===== src/design/pix_skid_buf.v =====
// Purpose: two-entry buffer with valid and ready on both sides
// Assumes: single clock, no word lost when the sink stalls
// Notes: in_ready is decoded from the registered fill level
`timescale 1ns/1ps
`default_nettype none
module pix_skid_buf #(
	parameter WIDTH = 27
) (
	input  wire             ref_clk,
	input  wire             nrst,
	input  wire             in_valid,
	output wire             in_ready,
	input  wire [WIDTH-1:0] in_data,
	output wire             out_valid,
	input  wire             out_ready,
	output wire [WIDTH-1:0] out_data
);
	reg [WIDTH-1:0] mem_r [0:1];
	reg             wr_ptr_r;
	reg             rd_ptr_r;
	reg [1:0]       count_r;
	wire            push;
	wire            pop;

	// honest full and empty from the fill count
	assign in_ready  = (count_r != 2'd2);
	assign out_valid = (count_r != 2'd0);
	assign out_data  = mem_r[rd_ptr_r];
	assign push      = in_valid & in_ready;
	assign pop       = out_valid & out_ready;

	// storage and pointers
	always @(posedge ref_clk or negedge nrst) begin
		if (!nrst) begin
			wr_ptr_r <= 1'b0;
			rd_ptr_r <= 1'b0;
			count_r  <= 2'd0;
			mem_r[0] <= {WIDTH{1'b0}};
			mem_r[1] <= {WIDTH{1'b0}};
		end else begin
			if (push) begin
				mem_r[wr_ptr_r] <= in_data;
				wr_ptr_r        <= ~wr_ptr_r;
			end
			if (pop)
				rd_ptr_r <= ~rd_ptr_r;
			if (push & ~pop)
				count_r <= count_r + 2'd1;
			else if (pop & ~push)
				count_r <= count_r - 2'd1;
		end
	end
endmodule // pix_skid_buf
`default_nettype wire


===== config.mk =====
export PLATFORM = sky130hd
export DESIGN_NAME = pix_skid_buf
export DESIGN_NICKNAME = d
export VERILOG_FILES = /design/src/design/pix_skid_buf.v
export SDC_FILE = /design/constraint.sdc
export NUM_CORES = 1
export LEC_CHECK = 0
export ABC_CLOCK_PERIOD_IN_PS = 1800
export BUFFER_PORTS_ARGS = -buffer_cell sky130_fd_sc_hd__buf_2
export CORE_MARGIN = 2
export CORE_UTILIZATION = 54
export DETAILED_ROUTE_END_ITERATION = 8
export PLACE_DENSITY = 0.88
export RECOVER_POWER = 100
export REMOVE_ABC_BUFFERS = 1
export SLEW_MARGIN = 0
export SYNTH_ARGS = -nofsm -noshare
export SYNTH_HDL_FRONTEND = slang
export SYNTH_SLANG_ARGS = --single-unit

===== constraint.sdc =====
create_clock -name ref_clk -period 1.8 [get_ports ref_clk]
set_clock_uncertainty 0.1 [all_clocks]
set_input_delay 0.36 -clock ref_clk [delete_from_list [all_inputs] [get_ports ref_clk]]
set_output_delay 0.36 -clock ref_clk [all_outputs]
set_load 0.02 [all_outputs]

* Word-level counts from Yosys, hierarchy flattened
Index checks and enable logic that the tools add are counted.
Word-level totals: flip-flop bits (word level) 58, bits in latches 0, RAM bits 0, memory bits (read-only) 0, memories 0
Operators by class: add/subtract/negate cells 2, $mul 0, divide/modulo/power cells 0, $lt $le $gt $ge 3, equality and inequality tests 1, shift-type cells 0, multiplexer cells 8, bitwise operators 10, reductions and logical operators 3
Operators by type and width (count):
- $mux W27 | 4
- $bwmux W54 | 1
- $demux W27 S1 | 1
- $and A1 B1 Y1 | 4
- $ge A2 B2 Y1 const B | 2
- $mux W2 | 2
- $not A1 Y1 | 4
- $not A1 Y2 | 2
- $reduce_bool A2 Y1 | 2
- $add A2 B1 Y2 const B | 1
- $lt A2 B1 Y1 const B | 1
- $ne A2 B2 Y1 const B | 1
- $sub A2 B1 Y2 const B | 1
- $logic_and A1 B1 Y1 | 1

* Longest topological paths before layout
Gate-level depths: netlist of run 1.
depth after elaboration 6, mapped depth 6

* Worst setup path after synthesis of run 1
OpenSTA, ideal clock, no wires.
path kind reg-to-output, start point register rd_ptr_r, end point output out_data[11], data arrival time 1125 ps, required time 1340 ps, slack 215 ps, cell stages (with the launch flop) 4, path buffers 2, cell sequence dfrtp_1 -> buf_2 -> buf_2 -> mux2_2
On the way: word-level cells in the longest chain between the ends 4
RTL lines:
- start, declared | line 20 | reg rd_ptr_r;
- start signal, assigned | line 46 | rd_ptr_r <= ~rd_ptr_r;
- $not A1 Y2 (not written as such) | line 28 | assign out_data = mem_r[rd_ptr_r];
- $mux W27 (not written as such) (3 in series) | line 28
- end, declared | line 16 | output wire [WIDTH-1:0] out_data
Every way passes these cells. The select of a mux whose other input is x is not followed.

* Final worst setup path of run 1
start point register rd_ptr_r, end point output out_data[26]
Same word-level chain as after synthesis.

==> run metrics, run 1 <==
outcome=complete, but fails checks; violated checks=negative setup slack; Crit path required time=1340 ps; slowest CP cell=dfrtp_2; Period Utilization, post-route=1.05; largest net degree at the start of global routing=59; Congestion Overflow GR=0; pwr dens=2080 nW/µm²; R2R Setup Slk=90 ps; RSZ-0062 raised after global routing=true; initial core utilization=0.568; CTS Buffer Depth=2; r2r startpoint=count_r[0]$_DFFE_PN0P_; #FFs+latches synth=58; CTS tree=yes; DRT antenna net count=0; Peak VDD IR=1.06 mV; Iteration-0 DRC Markers=82; Clk Latency, worst-skew pair=330 ps; hold depth=2; CP max stage delay=430 ps; share of layout cells above drive strength 1=0.560; Final min period=roughly 1900 ps; Slew Viols, Final=0; gr usage total=0.199; Clock Sinks=58; HP Class=primary input to register; GP Congestion=around 0.71; crit-path cells=clkbuf_16 -> mux2_2 -> buf_2; final net count=263; final hold violations=0; input/output buffers=59; Remaining DRCs=0; crit path kind=register to output pin; antenna cells=0; vias=1,523; Mapped Area=2740 µm²; sequential cell area fraction in the yosys report=0.530; crit-path max FO=10; DRT Wirelength=4980 µm; Synth area leaders=dfrtp_1 53%, mux2_4 22%, mux2_2 17%; IO Count=60; Cells after Synth=about 160; Core Box Area=4820 µm²; fmax=about 530 MHz; CTS H-tree depth=3; Worst Setup End Kind=output pin; Reg2Reg Depth=4; # rows=25; Root Driver=clkbuf_8; hold path startpoint=in_data[11]; antenna violations before repair=0; Pleak=1.46 nW; MaxCap Viol Count=0; crit start category=register; Mean Syn Cell Area=17.0 µm²; Syn-to-layout area delta=14.9%; slew margin rel.=0.490; die span in y=75.2 µm; number of global-route vias before repair=1,656; yosys warns=0; setup repair bufs after CTS=0; total power=6.56 mW; CTS clk-pin slew, worst paths=60 ps; first drt pass iteration count=4; global-route wire length before repair=8000 µm; WHS Endpoint=mem_r[11]$_DFFE_PN0P_; Yosys cell types=16; worst slack at placement=roughly 210 ps; Worst Setup SP=rd_ptr_r$_DFFE_PN0P_; final setup fails=27; reg2reg end=mem_r[34]$_DFFE_PN0P_; post-route setup slack=-96.5 ps; Avg WL per Cell=around 17 µm; Design Area, Final=about 3100 µm²; post-placement cell area=3100 µm²; Slew @ Worst Pin=765 ps; Sum Neg Setup Slack=-2020 ps; cts bufs inserted=9; Via-to-Cell Ratio=5.06; die area=5660 µm²; Synth top area share=0.530; Yosys top cell by area=dfrtp_1; die width=75.2 µm; WP data arrival=between 1000 and 1500 ps; hpwl dp=3380 µm
[cell families (layout without fill, tap and decap cells)]
group,after synthesis,after routing,share of synthesized area
adders and majority gates,1,1,0.00457
xor gates and xnor gates,5,5,0.0160
muxes,81,81,0.388
and+or+nand+nor,7,7,0.0183
buffers and inverters,9,82,0.0430
DFF,58,58,0.530
[routing by layer]
layer	up-vias	routed length [µm]	global-route usage	share of wire
met3	6	417	0.103	0.084
met4	0	43	0.0585	0.0086
met1	753	2290	0.265	0.46
met5	-	0	0	0
met2	55	2230	0.287	0.45
li1	709	-	-	-
[flip-flops by register name, summed over array words and instances (netlist names)]
register and flops:
wr_ptr_r 1, count_r 2, rd_ptr_r 1, mem_r 54
[worst max path at each step]
stage	end	slack, ps	depth (start not counted)
2_1_floorplan	mem_r[31]$_DFFE_PN0P_	-410	3
3_3_place_gp	count_r[1]$_DFFE_PN0P_	210	6
3_5_place_dp	mem_r[31]$_DFFE_PN0P_	210	4
4_1_cts	out_data[4]	-120	3
5_1_grt	out_data[7]	-150	3
6_report	out_data[26]	-100	3
[cells in the final DEF, fill, tap and decap left out]
cell type | synthesis | layout
and2_2 | 1 | 1
and3_2 | 0 | 1
and3b_1 | 1 | 1
buf_12 | 4 | 1
buf_2 | 3 | 53
buf_4 | 0 | 2
buf_6 | 2 | 3
clkbuf_1 | 0 | 1
clkbuf_16 | 0 | 1
clkbuf_2 | 0 | 3
clkbuf_4 | 0 | 3
clkbuf_8 | 0 | 10
clkinv_2 | 0 | 4
dfrtp_1 | 58 | 57
dfrtp_2 | 0 | 1
dlygate4sd3_1 | 0 | 1
ha_1 | 1 | 1
mux2_1 | 0 | 34
mux2_2 | 41 | 39
mux2_4 | 40 | 8
nand2_1 | 1 | 1
nand2b_1 | 0 | 1
nor2_1 | 1 | 1
or2_2 | 1 | 1
xnor2_1 | 2 | 2
xor2_1 | 3 | 3
[cells in the mapped netlist]
library cell   n
dfrtp_1       58
mux2_4        40
and3b_1        1
buf_6          2
nor2_1         1
nand2_1        1
buf_2          3
and3_1         1
buf_12         4
mux2_2        41
ha_1           1
xor2_1         3
nand2b_4       1
or2_2          1
xnor2_1        2
and2_2         1
[repair_timing]
| item | in CTS | in global routing |
|---|---|---|
| resized for setup | 3 | 7 |
| hold buffers | 1 | 0 |
| hold endpoints to repair | 58 | 0 |
| gates cloned | 0 | 1 |
| endpoints found under the setup margin | 27 | 27 |
[final cells by class]
cell class | count | area [µm²]
Clock buffer | 10 | 138
Clock inverter | 4 | 20.0
Fill cell | 405 | 1670
Multi-Input combinational cell | 94 | 1040
Sequential cell | 58 | 1450
Tap cell | 67 | 83.8
Timing Repair Buffer | 68 | 410
[power breakdown]
group          leakage [nW]  switching, mW  internal (mW)
Combinational         0.695           1.56           1.65
Clock                0.0875          0.492          0.510
Sequential            0.682          0.365           1.99
[critical path: cells and delay by family (launching register included)]
| family | cells | cell delay, ps |
|---|---|---|
| DFF | 1 | 430 |
| buffers and inverters | 2 | 350 |
| muxes | 1 | 330 |
[stage by stage]
| step | std cells | utilization | hold slack, ps |
|---|---|---|---|
| after CTS | 300 | 0.681 | 150 |
| final | 301 | 0.653 | 154 |
| after global routing | 301 | 0.653 | 145 |
| after detailed placement | 285 | 0.644 | 285 |
| after global placement | 285 | 0.644 | 282 |
| after floorplan | 152 | - | -35.6 |
No activity file was read; power rests on OpenSTA's default activity.
==> run 2: changes to the inputs <==
--- a/config.mk
+++ b/config.mk
@@ -7,6 +7,7 @@
 export LEC_CHECK = 0
 export ABC_CLOCK_PERIOD_IN_PS = 1800
 export BUFFER_PORTS_ARGS = -buffer_cell sky130_fd_sc_hd__buf_2
+export CORE_ASPECT_RATIO = 1.75
 export CORE_MARGIN = 2
 export CORE_UTILIZATION = 54
 export DETAILED_ROUTE_END_ITERATION = 8
==> run 2 against run 1 <==
The flow still finishes with violations (negative setup slack). Sequential cell count unchanged. Setup slack gained 18 ps. Critical path depth is the same. Non-clock buffer count shrank 2. Die area rose by 0.40%. Critical endpoint is now out_data[17]. Highest routed layer unchanged.
==> run metrics, run 2 (same netlist as run 1, synthesis figures left out) <==
Peak VDD IR=1.18 mV; Worst Setup End Kind=output pin; crit path kind=register to output pin; Finished Layout Cells=~290; total power=between 6 and 7 mW; gr usage total=0.190; CTS Buffer Depth=2; Crit path required time=1340 ps; DRT antenna net count=0; highest-count cells in the layout ignoring fill and taps=58 x dfrtp_1, 55 x buf_2, 40 x mux2_2; Largest register FFs=54; Final min period=around 1900 ps; hpwl dp=3290 µm; final net count=261; Slew @ Worst Pin=approximately 1000 ps; violated checks=negative setup slack; CTS H-tree depth=3; initial core utilization=0.555; share of layout cells above drive strength 1=0.554; Remaining DRCs=0; pwr dens=2100 nW/µm²; setup repair bufs after CTS=0; WP data arrival=1420 ps; vias=1,542; antenna violations before repair=0; Syn-to-layout area delta=13.7%; Iteration-0 DRC Markers=11; MaxCap Viol Count=0; DRT Wirelength=4750 µm; number of global-route vias before repair=1,675; slew margin rel.=0.321; IO Count=60; CTS clk-pin slew, worst paths=60 ps; Core Box Area=4930 µm²; GP Congestion=0.735; die width=57.8 µm; input/output buffers=59; first drt pass iteration count=4; die area=5680 µm²; largest net degree at the start of global routing=32; global-route wire length before repair=roughly 8000 µm; post-route setup slack=-78.4 ps; die span in y=98.2 µm; HP Class=primary input to register; Util after Layout=0.631; Root Driver=clkbuf_8; commonest non-fill, non-tap cell in the layout=dfrtp_1; Avg WL per Cell=16.5 µm; antenna cells=0; Slew Viols, Final=0; Via-to-Cell Ratio=~5.4; crit-path max FO=14; Largest regs=mem_r x54, count_r x2; final hold violations=0; # rows=34; Pleak=between 1 and 1.5 nW; Congestion Overflow GR=0; final setup fails=27; Clk Latency, worst-skew pair=320 ps; outcome=complete, but fails checks; dpl cells=271; fmax=532 MHz; CTS tree=yes; RSZ-0062 raised after global routing=true; Reg with most FFs=mem_r; cts bufs inserted=9; Clock Sinks=58; Period Utilization, post-route=1.04; crit start category=register
-- run 2: timing repair --
item                                    4_1_cts  5_1_grt
gates resized for setup                       4        0
endpoints found under the hold margin        17        0
endpoints found under the setup margin       27       27
hold buffers                                  1        0
-- run 2: path summary, 6_finish.rpt --
kind                                              from                     to  slack (ps)  cells after the start
worst max-delay path              rd_ptr_r$_DFFE_PN0P_           out_data[17]         -80                      3
worst min register to register    wr_ptr_r$_DFFE_PN0P_   wr_ptr_r$_DFFE_PN0P_         380                      1
worst max register to register  count_r[0]$_DFFE_PN0P_  mem_r[26]$_DFFE_PN0P_          70                      4
max in group asynchronous                         nrst  mem_r[18]$_DFFE_PN0P_         160                      3
worst min-delay path                        in_data[9]   mem_r[9]$_DFFE_PN0P_         160                      2
min in group asynchronous                         nrst  mem_r[24]$_DFFE_PN0P_         630                      2
-- run 2: cell type report --
| class | count | area [µm²] |
|---|---|---|
| tap | 54 | 67.6 |
| timing repair buffer | 66 | 362 |
| multi-input combinational | 94 | 1050 |
| fill | 417 | 1820 |
| clock inverter | 3 | 40.0 |
| sequential | 58 | 1450 |
| clock buffer | 12 | 145 |
-- run 2: report_power, final --
part	internal (mW)	switching, mW
Sequential	1.99	0.354
Clock	0.665	0.469
Combinational	1.53	1.52
-- run 2: per-stage QoR --
stage          cell area [µm²]  worst slack [ps]  hold slack (ps)  setup TNS (ps)
5_1_grt                   3110              -136              153           -4940
2_1_floorplan             2620              -406            -35.6          -19160
4_1_cts                   3280              -106              157           -2110
6_report                  3110             -78.4              164           -1550
3_5_place_dp              3070               211              231               0
3_3_place_gp              3070               239              221               0
-- run 2: routing by layer --
metal	wire length (µm)	global-route usage	vias up
li1	-	-	704
met1	1930	0.242	791
met2	2480	0.293	36
met3	204	0.0530	11
met4	133	0.0984	0
met5	0	0	-
-- run 2: worst max-delay path, cell delays in order (launching register included) --
cell	delay (ps)
dfrtp_1	370
buf_6	190
mux2_2	360
buf_2	160
